### config.mk
export PLATFORM = sky130hd
export DESIGN_NAME = acrc_clock_rate_ctrl
export DESIGN_NICKNAME = d
export VERILOG_FILES = /design/src/inc/acrc_pkg.sv /design/src/acrc_clock_rate_ctrl.sv
export SDC_FILE = /design/constraint.sdc
export NUM_CORES = 1
export LEC_CHECK = 0
export ABC_AREA = 0
export BUFFER_PORTS_ARGS = -buffer_cell sky130_fd_sc_hd__clkbuf_2
export CELL_PAD_IN_SITES_DETAIL_PLACEMENT = 1
export CELL_PAD_IN_SITES_GLOBAL_PLACEMENT = 1
export CORE_MARGIN = 2
export CORE_UTILIZATION = 41
export CTS_BUF_LIST = sky130_fd_sc_hd__clkbuf_2 sky130_fd_sc_hd__clkbuf_4 sky130_fd_sc_hd__clkbuf_8
export DETAILED_ROUTE_END_ITERATION = 7
export GPL_TIMING_DRIVEN = 0
export PLACE_DENSITY_LB_ADDON = 0.1
export SYNTH_ARGS = -nofsm -noshare
export SYNTH_HDL_FRONTEND = slang
export SYNTH_SLANG_ARGS = --single-unit
### constraint.sdc
create_clock -name core_clk -period 2.2 [get_ports core_clk]
set_input_delay 0.22 -clock core_clk [delete_from_list [all_inputs] [get_ports core_clk]]
set_output_delay 0.22 -clock core_clk [all_outputs]
set_load 0.005 [all_outputs]
### src/inc/acrc_pkg.sv
// Constants, codes and helpers for the audio clock-domain and rate control block.
// Assumes a single 25 MHz core clock and a plain register port with byte offsets.
package acrc_pkg;

  // ----------------------------------------
  // Register offsets
  // ----------------------------------------
  localparam logic [15:0] MAIN_CLK_CFG_OFF = 16'h1404;
  localparam logic [15:0] MAIN_CLK_STS_OFF = 16'h1408;
  localparam logic [15:0] SEC_CLK_CFG_OFF = 16'h1410;
  localparam logic [15:0] SEC_CLK_STS_OFF = 16'h1414;
  localparam logic [15:0] MAIN_RATE_OFF = 16'h1420;
  localparam logic [15:0] MAIN_RATE_STS_OFF = 16'h1440;
  localparam logic [15:0] SEC_RATE_OFF = 16'h1460;
  localparam logic [15:0] SEC_RATE_STS_OFF = 16'h1470;
  localparam logic [15:0] PATH_REQ_OFF = 16'h1480;
  localparam logic [15:0] PATH_STS_OFF = 16'h1484;
  localparam logic [15:0] EVENT_OFF = 16'h1488;
  localparam logic [15:0] REG_STRIDE = 16'h0004;

  // ----------------------------------------
  // Field positions
  // ----------------------------------------
  localparam int FAM_BIT = 15;
  localparam int FREQ_LSB = 8;
  localparam int EN_BIT = 6;
  localparam int SRC_LSB = 0;
  localparam int PATH_DOM_LSB = 8;
  localparam int PATH_REQ_LSB = 16;
  localparam int MISMATCH_BIT = 8;
  localparam int NUM_MAIN_RATES = 4;
  localparam int NUM_SEC_RATES = 2;
  localparam int NUM_PATHS = 8;

  // ----------------------------------------
  // Reset values and codes
  // ----------------------------------------
  localparam logic [2:0] FREQ_RST = 3'h4;
  localparam logic [2:0] FREQ_MAX = 3'h4;
  localparam logic [4:0] SRC_RST = 5'h04;
  localparam logic [4:0] RATE_RST = 5'h03;
  localparam logic [4:0] RATE_NONE = 5'h00;
  localparam logic [4:0] SRC_IN1 = 5'h00;
  localparam logic [4:0] SRC_IN2 = 5'h01;
  localparam logic [4:0] SRC_LOOP1_X2 = 5'h04;
  localparam logic [4:0] SRC_LOOP2_X2 = 5'h05;
  localparam logic [4:0] SRC_PORT1 = 5'h08;
  localparam logic [4:0] SRC_PORT2 = 5'h09;
  localparam logic [4:0] SRC_LOOP1_X1 = 5'h0c;
  localparam logic [4:0] SRC_LOOP2_X1 = 5'h0d;

  // ----------------------------------------
  // Timing
  // ----------------------------------------
  localparam int CLK_PERIOD_NS = 40;
  localparam int RATE_SETTLE_NS = 1000;
  localparam int RATE_SETTLE_CYC = (RATE_SETTLE_NS + CLK_PERIOD_NS - 1) / CLK_PERIOD_NS;

  typedef enum logic {rs_idle, rs_wait} acrc_rate_st_e;

  // 0x01-0x05 and 0x11-0x13 are the 48k family, 0x09-0x0d the 44.1k family
  function automatic logic acrc_rate_valid(input logic [4:0] code);
    acrc_rate_valid = (code == RATE_NONE) || (code >= 5'h01 && code <= 5'h05) ||
                      (code >= 5'h09 && code <= 5'h0d) || (code >= 5'h11 && code <= 5'h13);
  endfunction

  function automatic logic acrc_rate_family(input logic [4:0] code);
    acrc_rate_family = (code >= 5'h09 && code <= 5'h0d);
  endfunction

  function automatic logic acrc_src_valid(input logic [4:0] code);
    acrc_src_valid = (code == SRC_IN1) || (code == SRC_IN2) || (code == SRC_LOOP1_X2) ||
                     (code == SRC_LOOP2_X2) || (code == SRC_PORT1) || (code == SRC_PORT2) ||
                     (code == SRC_LOOP1_X1) || (code == SRC_LOOP2_X1);
  endfunction

endpackage

### src/acrc_clock_rate_ctrl.sv
// Main and secondary audio clock selection, sample-rate selection and path-enable check.
// Assumes the register master runs on core_clk and never strobes read and write together.
//
// Notes on behaviour
// Four main-domain rate selections, all of one family matching the main clock.
// Two secondary-domain rate selections, related to each other and secondary clock.
// Software puts two unsynchronised same-rate interfaces in different domains.
// Rate writes apply after a settle delay, then show in read-only status.
// Software keeps converter and microphone inputs on the main domain.
// Software limits input rates when microphone bit clock is 384 or 768 kHz.
// Asynchronous converter only 8 to 192 kHz, ratio at most six.
// Low-power up converter takes 16/24/32/44.1 kHz and outputs 48 kHz.
// Low-power down converter takes 48 kHz and outputs 16/24/32/44.1 kHz.
// Synchronous converters 8 to 192 kHz, ratio 1.5 or integer 1 to 24.
// External clock references lie within one percent of declared frequency.
// Software enables main and secondary clocks before any audio path.
// Main clock code 000 to 100 doubles per step; family bit picks 48k/44.1k.
// Rate codes decode to 48k group and 44.1k group; one family throughout.
// Secondary clock code uses same encoding, matched to secondary family.
// Loop source offers twice loop frequency or loop frequency itself.
// Software enables the source before clock enable and clears it before removal.
// Family, frequency and source apply together from one write; status reports them (secondary status reports no family bit).
// Frequency-only change: software clears clock enable first.
// Path enable refused when domain clock is too slow; active paths untouched.
// Too-slow clock raises an event line toward the interrupt controller.
// Software keeps secondary clock disabled when everything is main-synchronous.
// Main family bit reads 0 for 6.144 MHz multiples, 1 for 5.6448 MHz.
// Too-slow events latch per domain until software clears them.
`timescale 1ns/1ns
module acrc_clock_rate_ctrl
  import acrc_pkg::*;
(
  input wire logic core_clk,
  input wire logic rst,
  input wire logic [15:0] addr,
  input wire logic [31:0] wr_data,
  input wire logic wr_en,
  input wire logic rd_en,
  output logic [31:0] rd_data,
  output logic main_clk_on,
  output logic main_clk_family_cur,
  output logic [2:0] main_clk_rate_cur,
  output logic [4:0] main_clk_src_cur,
  output logic main_fll_double,
  output logic sec_clk_on,
  output logic [2:0] sec_clk_rate_cur,
  output logic [4:0] sec_clk_src_cur,
  output logic sec_fll_double,
  output logic [NUM_PATHS-1:0] path_active,
  output logic slow_evt_main,
  output logic slow_evt_sec
);

  // ----------------------------------------
  // Storage
  // ----------------------------------------
  logic main_cfg_fam;
  logic [2:0] main_cfg_freq;
  logic main_cfg_en;
  logic [4:0] main_cfg_src;
  logic sec_cfg_fam;
  logic [2:0] sec_cfg_freq;
  logic sec_cfg_en;
  logic [4:0] sec_cfg_src;
  logic [4:0] main_rate_sel [NUM_MAIN_RATES];
  logic [4:0] main_rate_applied [NUM_MAIN_RATES];
  logic [4:0] sec_rate_sel [NUM_SEC_RATES];
  logic [4:0] sec_rate_applied [NUM_SEC_RATES];
  logic [NUM_PATHS-1:0] path_dom;
  acrc_rate_st_e rate_st;
  logic [7:0] settle_cnt;

  // ----------------------------------------
  // Address decode
  // ----------------------------------------
  wire wr_main_cfg = wr_en && addr == MAIN_CLK_CFG_OFF;
  wire wr_sec_cfg = wr_en && addr == SEC_CLK_CFG_OFF;
  wire wr_path = wr_en && addr == PATH_REQ_OFF;
  wire wr_evt = wr_en && addr == EVENT_OFF;
  wire [4:0] wr_src = wr_data[SRC_LSB +: 5];
  wire [2:0] wr_freq = wr_data[FREQ_LSB +: 3];
  // Reserved frequency or source codes drop the whole write so nothing half-applies
  wire wr_clk_ok = wr_freq <= FREQ_MAX && acrc_src_valid(wr_src);
  wire [4:0] wr_rate = wr_data[4:0];
  wire wr_rate_ok = acrc_rate_valid(wr_rate);
  wire [NUM_MAIN_RATES-1:0] wr_main_rate;
  wire [NUM_MAIN_RATES-1:0] main_rate_pend;
  wire [NUM_SEC_RATES-1:0] wr_sec_rate;
  wire [NUM_SEC_RATES-1:0] sec_rate_pend;
  wire rate_write = |wr_main_rate || |wr_sec_rate;
  wire settle_done = rate_st == rs_wait && settle_cnt == 8'h00;

  // ----------------------------------------
  // Rate selections
  // ----------------------------------------
  genvar gi;
  generate
    for (gi = 0; gi < NUM_MAIN_RATES; gi++) begin : g_main_rate
      assign wr_main_rate[gi] = wr_en && wr_rate_ok &&
                                addr == MAIN_RATE_OFF + 16'(gi) * REG_STRIDE;
      assign main_rate_pend[gi] = main_rate_sel[gi] != main_rate_applied[gi];
      always_ff @(posedge core_clk) begin
        if (rst) begin
          main_rate_sel[gi] <= RATE_RST;
          main_rate_applied[gi] <= RATE_NONE;
        end else begin
          if (wr_main_rate[gi]) begin
            main_rate_sel[gi] <= wr_rate;
          end
          if (settle_done) begin
            main_rate_applied[gi] <= main_rate_sel[gi];
          end
        end
      end
    end
    for (gi = 0; gi < NUM_SEC_RATES; gi++) begin : g_sec_rate
      assign wr_sec_rate[gi] = wr_en && wr_rate_ok &&
                               addr == SEC_RATE_OFF + 16'(gi) * REG_STRIDE;
      assign sec_rate_pend[gi] = sec_rate_sel[gi] != sec_rate_applied[gi];
      always_ff @(posedge core_clk) begin
        if (rst) begin
          sec_rate_sel[gi] <= RATE_RST;
          sec_rate_applied[gi] <= RATE_NONE;
        end else begin
          if (wr_sec_rate[gi]) begin
            sec_rate_sel[gi] <= wr_rate;
          end
          if (settle_done) begin
            sec_rate_applied[gi] <= sec_rate_sel[gi];
          end
        end
      end
    end
  endgenerate

  // ----------------------------------------
  // Deferred rate application
  // ----------------------------------------
  // A write during the wait restarts it, so a burst of writes lands together
  always_ff @(posedge core_clk) begin
    if (rst) begin
      rate_st <= rs_wait;
      settle_cnt <= 8'(RATE_SETTLE_CYC - 1);
    end else begin
      case (rate_st)
        rs_idle: begin
          if (rate_write) begin
            rate_st <= rs_wait;
            settle_cnt <= 8'(RATE_SETTLE_CYC - 1);
          end
        end
        rs_wait: begin
          if (rate_write) begin
            settle_cnt <= 8'(RATE_SETTLE_CYC - 1);
          end else if (settle_cnt == 8'h00) begin
            rate_st <= rs_idle;
          end else begin
            settle_cnt <= settle_cnt - 8'h01;
          end
        end
        default: rate_st <= rs_idle;
      endcase
    end
  end

  // ----------------------------------------
  // Clock configuration and current status
  // ----------------------------------------
  // Status follows only while the domain is enabled, i.e. reflects the running clock
  always_ff @(posedge core_clk) begin
    if (rst) begin
      main_cfg_fam <= 1'b0;
      main_cfg_freq <= FREQ_RST;
      main_cfg_en <= 1'b0;
      main_cfg_src <= SRC_RST;
      sec_cfg_fam <= 1'b0;
      sec_cfg_freq <= FREQ_RST;
      sec_cfg_en <= 1'b0;
      sec_cfg_src <= SRC_RST;
    end else begin
      if (wr_main_cfg && wr_clk_ok) begin
        main_cfg_fam <= wr_data[FAM_BIT];
        main_cfg_freq <= wr_freq;
        main_cfg_en <= wr_data[EN_BIT];
        main_cfg_src <= wr_src;
      end
      if (wr_sec_cfg && wr_clk_ok) begin
        sec_cfg_fam <= wr_data[FAM_BIT];
        sec_cfg_freq <= wr_freq;
        sec_cfg_en <= wr_data[EN_BIT];
        sec_cfg_src <= wr_src;
      end
    end
  end

  always_ff @(posedge core_clk) begin
    if (rst) begin
      main_clk_on <= 1'b0;
      main_clk_family_cur <= 1'b0;
      main_clk_rate_cur <= 3'h0;
      main_clk_src_cur <= 5'h00;
      main_fll_double <= 1'b0;
      sec_clk_on <= 1'b0;
      sec_clk_rate_cur <= 3'h0;
      sec_clk_src_cur <= 5'h00;
      sec_fll_double <= 1'b0;
    end else begin
      main_clk_on <= main_cfg_en;
      sec_clk_on <= sec_cfg_en;
      if (main_cfg_en) begin
        main_clk_family_cur <= main_cfg_fam;
        main_clk_rate_cur <= main_cfg_freq;
        main_clk_src_cur <= main_cfg_src;
        main_fll_double <= main_cfg_src == SRC_LOOP1_X2 || main_cfg_src == SRC_LOOP2_X2;
      end
      if (sec_cfg_en) begin
        sec_clk_rate_cur <= sec_cfg_freq;
        sec_clk_src_cur <= sec_cfg_src;
        sec_fll_double <= sec_cfg_src == SRC_LOOP1_X2 || sec_cfg_src == SRC_LOOP2_X2;
      end
    end
  end

  // ----------------------------------------
  // Family consistency flags
  // ----------------------------------------
  wire main_mismatch = acrc_rate_family(main_rate_applied[0]) != main_clk_family_cur ||
                       acrc_rate_family(main_rate_applied[1]) != main_clk_family_cur ||
                       acrc_rate_family(main_rate_applied[2]) != main_clk_family_cur ||
                       acrc_rate_family(main_rate_applied[3]) != main_clk_family_cur;
  wire sec_mismatch = acrc_rate_family(sec_rate_applied[0]) != sec_cfg_fam ||
                      acrc_rate_family(sec_rate_applied[1]) != sec_cfg_fam;

  // ----------------------------------------
  // Path enable check
  // ----------------------------------------
  // Uses the clock actually running, so a pending config change cannot sneak a path in
  wire [NUM_PATHS-1:0] want = wr_data[NUM_PATHS-1:0];
  wire [NUM_PATHS-1:0] want_dom = wr_data[PATH_DOM_LSB +: NUM_PATHS];
  wire [2:0] need_freq = wr_data[PATH_REQ_LSB +: 3];
  wire main_fast = main_clk_on && main_clk_rate_cur >= need_freq;
  wire sec_fast = sec_clk_on && sec_clk_rate_cur >= need_freq;
  wire [NUM_PATHS-1:0] newly = want & ~path_active;
  wire [NUM_PATHS-1:0] accept = newly & ~want_dom & {NUM_PATHS{main_fast}} |
                                newly & want_dom & {NUM_PATHS{sec_fast}};
  wire refuse_main = wr_path && |(newly & ~want_dom) && !main_fast;
  wire refuse_sec = wr_path && |(newly & want_dom) && !sec_fast;
  wire [NUM_PATHS-1:0] next_path_active = want & (path_active | accept);

  always_ff @(posedge core_clk) begin
    if (rst) begin
      path_active <= '0;
      path_dom <= '0;
    end else if (wr_path) begin
      path_active <= next_path_active;
      path_dom <= (path_dom & ~accept) | (want_dom & accept);
    end
  end

  // ----------------------------------------
  // Too-slow events
  // ----------------------------------------
  // Set beats write-one-clear in the same cycle so no refusal goes unseen
  always_ff @(posedge core_clk) begin
    if (rst) begin
      slow_evt_main <= 1'b0;
      slow_evt_sec <= 1'b0;
    end else begin
      slow_evt_main <= refuse_main | (slow_evt_main & ~(wr_evt & wr_data[0])); // see R21
      slow_evt_sec <= refuse_sec | (slow_evt_sec & ~(wr_evt & wr_data[1])); // see R21
    end
  end

  // ----------------------------------------
  // Read port
  // ----------------------------------------
  logic [31:0] rd_mux;
  always_comb begin
    rd_mux = 32'h0000_0000;
    case (addr)
      MAIN_CLK_CFG_OFF: begin
        rd_mux[FAM_BIT] = main_cfg_fam;
        rd_mux[FREQ_LSB +: 3] = main_cfg_freq;
        rd_mux[EN_BIT] = main_cfg_en;
        rd_mux[SRC_LSB +: 5] = main_cfg_src;
      end
      MAIN_CLK_STS_OFF: begin
        rd_mux[FAM_BIT] = main_clk_family_cur;
        rd_mux[FREQ_LSB +: 3] = main_clk_rate_cur;
        rd_mux[SRC_LSB +: 5] = main_clk_src_cur;
      end
      SEC_CLK_CFG_OFF: begin
        rd_mux[FAM_BIT] = sec_cfg_fam;
        rd_mux[FREQ_LSB +: 3] = sec_cfg_freq;
        rd_mux[EN_BIT] = sec_cfg_en;
        rd_mux[SRC_LSB +: 5] = sec_cfg_src;
      end
      SEC_CLK_STS_OFF: begin
        rd_mux[FREQ_LSB +: 3] = sec_clk_rate_cur;
        rd_mux[SRC_LSB +: 5] = sec_clk_src_cur;
      end
      MAIN_RATE_OFF: rd_mux[4:0] = main_rate_sel[0];
      MAIN_RATE_OFF + REG_STRIDE: rd_mux[4:0] = main_rate_sel[1];
      MAIN_RATE_OFF + 16'h0008: rd_mux[4:0] = main_rate_sel[2];
      MAIN_RATE_OFF + 16'h000c: rd_mux[4:0] = main_rate_sel[3];
      MAIN_RATE_STS_OFF: begin
        rd_mux[4:0] = main_rate_applied[0];
        rd_mux[MISMATCH_BIT] = main_mismatch;
      end
      MAIN_RATE_STS_OFF + REG_STRIDE: rd_mux[4:0] = main_rate_applied[1];
      MAIN_RATE_STS_OFF + 16'h0008: rd_mux[4:0] = main_rate_applied[2];
      MAIN_RATE_STS_OFF + 16'h000c: rd_mux[4:0] = main_rate_applied[3];
      SEC_RATE_OFF: rd_mux[4:0] = sec_rate_sel[0];
      SEC_RATE_OFF + REG_STRIDE: rd_mux[4:0] = sec_rate_sel[1];
      SEC_RATE_STS_OFF: begin
        rd_mux[4:0] = sec_rate_applied[0];
        rd_mux[MISMATCH_BIT] = sec_mismatch;
      end
      SEC_RATE_STS_OFF + REG_STRIDE: rd_mux[4:0] = sec_rate_applied[1];
      PATH_STS_OFF: begin
        rd_mux[NUM_PATHS-1:0] = path_active;
        rd_mux[PATH_DOM_LSB +: NUM_PATHS] = path_dom;
      end
      EVENT_OFF: rd_mux[1:0] = {slow_evt_sec, slow_evt_main};
      default: rd_mux = 32'h0000_0000;
    endcase
  end

  always_ff @(posedge core_clk) begin
    if (rst) begin
      rd_data <= 32'h0000_0000;
    end else begin
      rd_data <= rd_en ? rd_mux : 32'h0000_0000;
    end
  end
endmodule

### Yosys cells after proc, flatten, opt, wreduce, memory -nomap -nowiden

Memory sizes are Yosys's and may differ from the RTL's.
Index checks and enable logic that the tools add are counted.

| storage, ports and cells | value |
|---|---|
| RAM bits | 60 |
| register bits | 100 |
| memories kept | 4 |
| input port bits | 52 |
| logic and storage cells | 234 |
| output and inout port bits | 63 |

Memories:

| name | depth | width | read ports | clocked after memory_dff | write ports | RTL line | text |
|---|---|---|---|---|---|---|---|
| main_rate_applied | 4 | 5 | 4 | 0 | 4 | acrc_clock_rate_ctrl.sv:66 | `logic [4:0] main_rate_applied [NUM_MAIN_RATES];` |
| main_rate_sel | 4 | 5 | 4 | 0 | 4 | acrc_clock_rate_ctrl.sv:65 | `logic [4:0] main_rate_sel [NUM_MAIN_RATES];` |
| sec_rate_applied | 2 | 5 | 2 | 0 | 2 | acrc_clock_rate_ctrl.sv:68 | `logic [4:0] sec_rate_applied [NUM_SEC_RATES];` |
| sec_rate_sel | 2 | 5 | 2 | 0 | 2 | acrc_clock_rate_ctrl.sv:67 | `logic [4:0] sec_rate_sel [NUM_SEC_RATES];` |

| operators by class | value |
|---|---|
| equal/unequal tests | 38 |
| bitwise operators | 37 |
| mux-type cells | 49 |
| reductions and logical operators | 58 |
| add/subtract/negate cells | 1 |
| $lt $le $gt $ge | 21 |

Operators by type and width:

| kind | count |
|---|---|
| equality test 16 x 13 -> 1 bit, second input constant | 19 |
| AND 8 bit | 8 |
| two-way mux 5 bit | 12 |
| case mux 3 bit (17 select lines) | 1 |
| case mux 2 bit (18 select lines) | 1 |
| >= comparator 5 x 4 -> 1 bit, second input constant | 7 |
| <= comparator 5 x 4 -> 1 bit, second input constant | 7 |
| equality test 5 x 3 -> 1 bit, second input constant | 6 |
| logical AND 1 bit | 30 |
| two-way mux 1 bit | 26 |
| two-way mux 8 bit | 3 |
| inverter 8 bit | 3 |
| OR 8 bit | 3 |
| equality test 5 x 4 -> 1 bit, second input constant | 4 |
| logical OR 1 bit | 17 |
| case mux 8 bit (2 select lines) | 1 |
| OR reduction 8 bit | 2 |
| OR 1 bit | 14 |
| case mux 2 bit (5 select lines) | 1 |
| logical NOT 8 bit | 1 |
| subtractor 8 x 1 -> 8 bit, second input constant | 1 |
| case mux 1 bit (7 select lines) | 1 |
| >= comparator 3 bit | 2 |
| inequality test 1 bit | 6 |
| 19 further kinds | 28 |

### Depth between registers and ports, before layout

| depth | value |
|---|---|
| depth after elaboration | 11 |
| gate-level depth with buffers | 10 |
| depth with buffers taken out | 8 |

### Least setup slack after synthesis

Ideal clock, no wire load.

| timing | value |
|---|---|
| path kind | register -> register |
| from | reg settle_cnt[3] |
| to | mem main_rate_applied[0][0] (enable) |
| setup time | 392 ps |
| required time | 1808 ps |
| data arrival time | 1902 ps |
| period minus slack after synthesis | 2294 ps |
| slack | -94 ps |
| stages on the path, launching flop included | 5 |
| buffers on the path | 0 |
| cells stage by stage | dfxtp_1 > or4_1 > nor4_1 > nand2_1 > nand2b_1 |

RTL lines:

| what | RTL line | text |
|---|---|---|
| start, declared | acrc_clock_rate_ctrl.sv:71 | `logic [7:0] settle_cnt;` |
| start signal, assigned | acrc_clock_rate_ctrl.sv:143 | `settle_cnt <= 8'(RATE_SETTLE_CYC - 1);` |
| start signal, assigned | acrc_clock_rate_ctrl.sv:149 | `settle_cnt <= 8'(RATE_SETTLE_CYC - 1);` |
| start signal, assigned | acrc_clock_rate_ctrl.sv:154 | `settle_cnt <= 8'(RATE_SETTLE_CYC - 1);` |
| end, declared | acrc_clock_rate_ctrl.sv:66 |  |

### Final worst setup path

| timing | value |
|---|---|
| from | in addr[9] |
| to | reg slow_evt_sec |

| between the ends | value |
|---|---|
| word-level cells in the longest chain between the ends | 6 |
| elaborated cells between the ends (all ways) | 10 |
| classes of those cells | eq/ne: 2; bitwise: 4; reduce/logical: 4 |

RTL lines:

| what | RTL line | text |
|---|---|---|
| start, declared | acrc_clock_rate_ctrl.sv:35 | `input wire logic [15:0] addr,` |
| equality test 16 x 13 -> 1 bit | acrc_clock_rate_ctrl.sv:79 | `wire wr_evt = wr_en && addr == EVENT_OFF;` |
| logical AND 1 bit | acrc_clock_rate_ctrl.sv:79 |  |
| AND 1 bit | acrc_clock_rate_ctrl.sv:270 | `slow_evt_sec <= refuse_sec \| (slow_evt_sec & ~(wr_evt & wr_data[1]));` |
| inverter 1 bit | acrc_clock_rate_ctrl.sv:270 |  |
| AND 1 bit | acrc_clock_rate_ctrl.sv:270 |  |
| OR 1 bit * | acrc_clock_rate_ctrl.sv:270 |  |
| end signal, assigned | acrc_clock_rate_ctrl.sv:270 |  |
| end, declared | acrc_clock_rate_ctrl.sv:51 | `output logic slow_evt_sec` |

Every way passes the cells marked *; elsewhere a longest branch is shown, timed or not.
A chain may end at the register's enable or synchronous reset.

==> key figures <==
STA
  – Final min period: 2.19 ns
  – Slew @ Worst Pin: 1.15 ns
  – # setup viols final: 0
  – Slew Limit Fails: 0
  – RSZ-0062 raised after global routing: true
  – Final-report hold violation count: 0
  – Final worst path period share: 99.5%
  – F_max: 0.457 GHz
  – Skew final: approximately 0.014 ns
  – Slew headroom: 22.2%

Finish
  – Highest-count cells in the layout ignoring fill and taps: clkbuf_2 (84), dfxtp_1 (83), nor2_1 (67)
  – Fraction of layout cells with a size suffix above 1: about 28%
  – Area grow syn2layout: 22.7%
  – Commonest non-fill, non-tap cell in the layout: clkbuf_2
  – Cell Count, Final, Fillers Out: 1,090
  – Final nets: approximately 900
  – Antenna diodes: 0
  – Final core occ: 51.4%
  – Fin area: roughly 9000 um^2

Synthesis
  – Count of cell types in the netlist: 62
  – Post-synth top area cell: edfxtp_1
  – Yosys warnings: 0
  – Flops & latches, synth: 144
  – Synth area leaders: edfxtp_1 (25%), dfxtp_1 (23%), mux2i_1 (4.5%)
  – Mapped Avg Cell Area: 10.2 um^2
  – Post-synth ARST share: 0%
  – Top_reg_cell synth: dfxtp_1
  – Cells after synthesis: 716
  – Synth top area share: 24.8%
  – Netlist Area Pre-Place: 7280 um^2
  – Sequential-to-total area share from yosys stat: 47.9%
  – EDFF count, synth: 60

Critical path
  – Crit path from: addr[9]
  – Worst path required time: 2.58 ns
  – Worst Setup End Kind: flip-flop
  – Crit Path Class: input pin to flip-flop
  – Reg-to-Reg Start: sec_clk_rate_cur[0]
  – Startpoint types: input pin
  – Worst EP arrival: 2.57 ns
  – Worst-path maximum fanout: 10

Drt
  – Total number of vias: 6,499
  – Remaining antenna violation count: 0
  – Iter 0 DRT Violations: 611
  – Router iterations before antenna repair: 7
  – WL/cell: 23.7 um
  – DRC viols: 0
  – DR vias/cell: just under 6
  – DRT Wirelength: 25,900 um

Global route
  – Largest net degree at the start of global routing: 31
  – First-pass GRT wire length: between 30,000 and 40,000 um
  – Total track usage: between 20% and 30%
  – Grt total ovfl: 0
  – Vias in the first global route: 6,467
  – Initial antenna violation count: 0

Power and ir drop
  – Combinational share of power: 8.2%
  – Switching Share: 27.8%
  – Pwr Total: 0.00542 W
  – Sequential share of power: 53.9%
  – VDD IR max: 0.367 mV
  – Internal power: 0.00391 W
  – Lkg Pwr: about 3.5 nW
  – NetSw: 0.00151 W
  – Clk network pwr share: a little under two fifths
  – PwrDens: just over 600 nW/um^2

Clock tree
  – Clock Path Buffers: 2
  – H-tree lvl count: 4
  – Clock Tree Root: clkbuf_8
  – TritonCTS Buffers: 17
  – CTS tree: done
  – Clk_lat worst skew: approximately 0.47 ns
  – Clock transition at path regs: 0.08 ns
  – Sink Count: 144

Min path
  – HP Start: rd_en
  – Worst min-delay path class: input pin to flip-flop

Place
  – Cells after DPL: between 1,000 and 1,500
  – Placed inst area: roughly 8100 um^2
  – Post-DP HPWL: 19,100 um
  – Port bufs: 81
  – GPL Wtd Cong: 0.912

Floorplanning
  – Top-level port count: 115
  – Core area: 17,400 um^2
  – Row cnt: 48
  – Die Ht: 137 um
  – Die ar.: between 15,000 and 20,000 um^2
  – Die Wd: 137 um
  – Initial Utilization: 41.9%

Flow run
  – Max Cap Viol: 0

Status
  – Status: completed
[cells by family after synthesis]
| group | after synthesis | share of synthesized area, % |
|---|---|---|
| AOI/OAI and AO/OA | 134 | 13.8 |
| xor gates and xnor gates | 4 | 0.481 |
| adders and majority gates | 7 | 1.20 |
| buffers and inverters | 87 | 5.88 |
| DFF | 144 | 47.9 |
| muxes | 33 | 4.54 |
| other | 1 | 0.0515 |
| and+or+nand+nor | 306 | 26.2 |
[state kept, by name, indices dropped and copies added, names as in the netlist, 8 cells and up, named ones only]
signal and cells:
settle_cnt 8, sec_rate_applied 10, rd_data 16, sec_rate_sel 10, main_rate_sel 20, main_rate_applied 20
path_active 8
[repair_timing]
action,in CTS,in global routing
cloned,0,1
pin swaps,5,10
buffers inserted,10,14
endpoints found under the setup margin,102,104
hold buffers,0,0
gates resized for setup,25,49
[routing by layer]
layer	share of wire, %	routed length [um]	global-route usage, %
met5	0	0	0
met4	2.3	601	8.88
met3	6.4	1640	4.64
met2	46	11900	44.3
met1	45	11700	38.8
[layout make-up]
type,count,area [um^2]
Buffer,63,388
Clock buffer,17,234
Clock inverter,15,136
Fill cell,1986,8430
Inverter,20,75.1
Multi-Input combinational cell,500,3720
Sequential cell,144,3490
Tap cell,225,282
Timing Repair Buffer,106,603
[power groups by stage]
stage | clock network, W | logic [W] | registers [W]
CTS | 0.00207 | 0.000414 | 0.00292
floorplan | 0 | 0.000250 | 0.00295
global placement | 0 | 0.000383 | 0.00297
detailed placement | 0 | 0.000403 | 0.00298
finish | 0.00205 | 0.000444 | 0.00292
global route | 0.00217 | 0.000484 | 0.00293
[worst max-delay path: stages]
cell,delay (ns)
clkbuf_2,0.08
or4b_4,0.55
buf_12,0.17
buf_8,0.16
nor4_4,0.33
nand4_1,0.31
buf_6,0.25
a311o_1,0.34
a21oi_1,0.15
[final timing paths]
path,to,slack [ns],cells past startpoint
hold / removal,rd_data[15],0.02,3
setup reg to reg,slow_evt_sec,0.08,9
hold reg to reg,flip-flop,0.47,2
setup / recovery,slow_evt_sec,0.01,9
[stage by stage]
| stage | TNS, ns | hold WS [ns] | setup slack (ns) |
|---|---|---|---|
| final | 0 | 0.0194 | 0.0116 |
| after detailed placement | -53.61 | 0.465 | -0.793 |
| after global routing | -0.0244 | 0.0556 | -0.0125 |
| after CTS | -3.95 | 0.0106 | -0.145 |
| after global placement | -46.20 | 0.459 | -0.844 |
| after floorplan | -0.274 | 0.338 | -0.0442 |
[cells in the mapped netlist (all sizes together) (9+ instances only)]
master	count
nor3	11
mux2i	33
a21oi	20
a21o	9
a22oi	24
nand4	12
buf	37
dfxtp	84
or4b	9
nand2	24
a222oi	10
and2	37
nand2b	12
nor2	69
o21ai	18
a32oi	9
inv	20
and3	23
nor4	32
clkbuf	30
a221oi	9
edfxtp	60
or2	10
nor2b	26
Note: power is estimated with default switching activity, not from simulation.
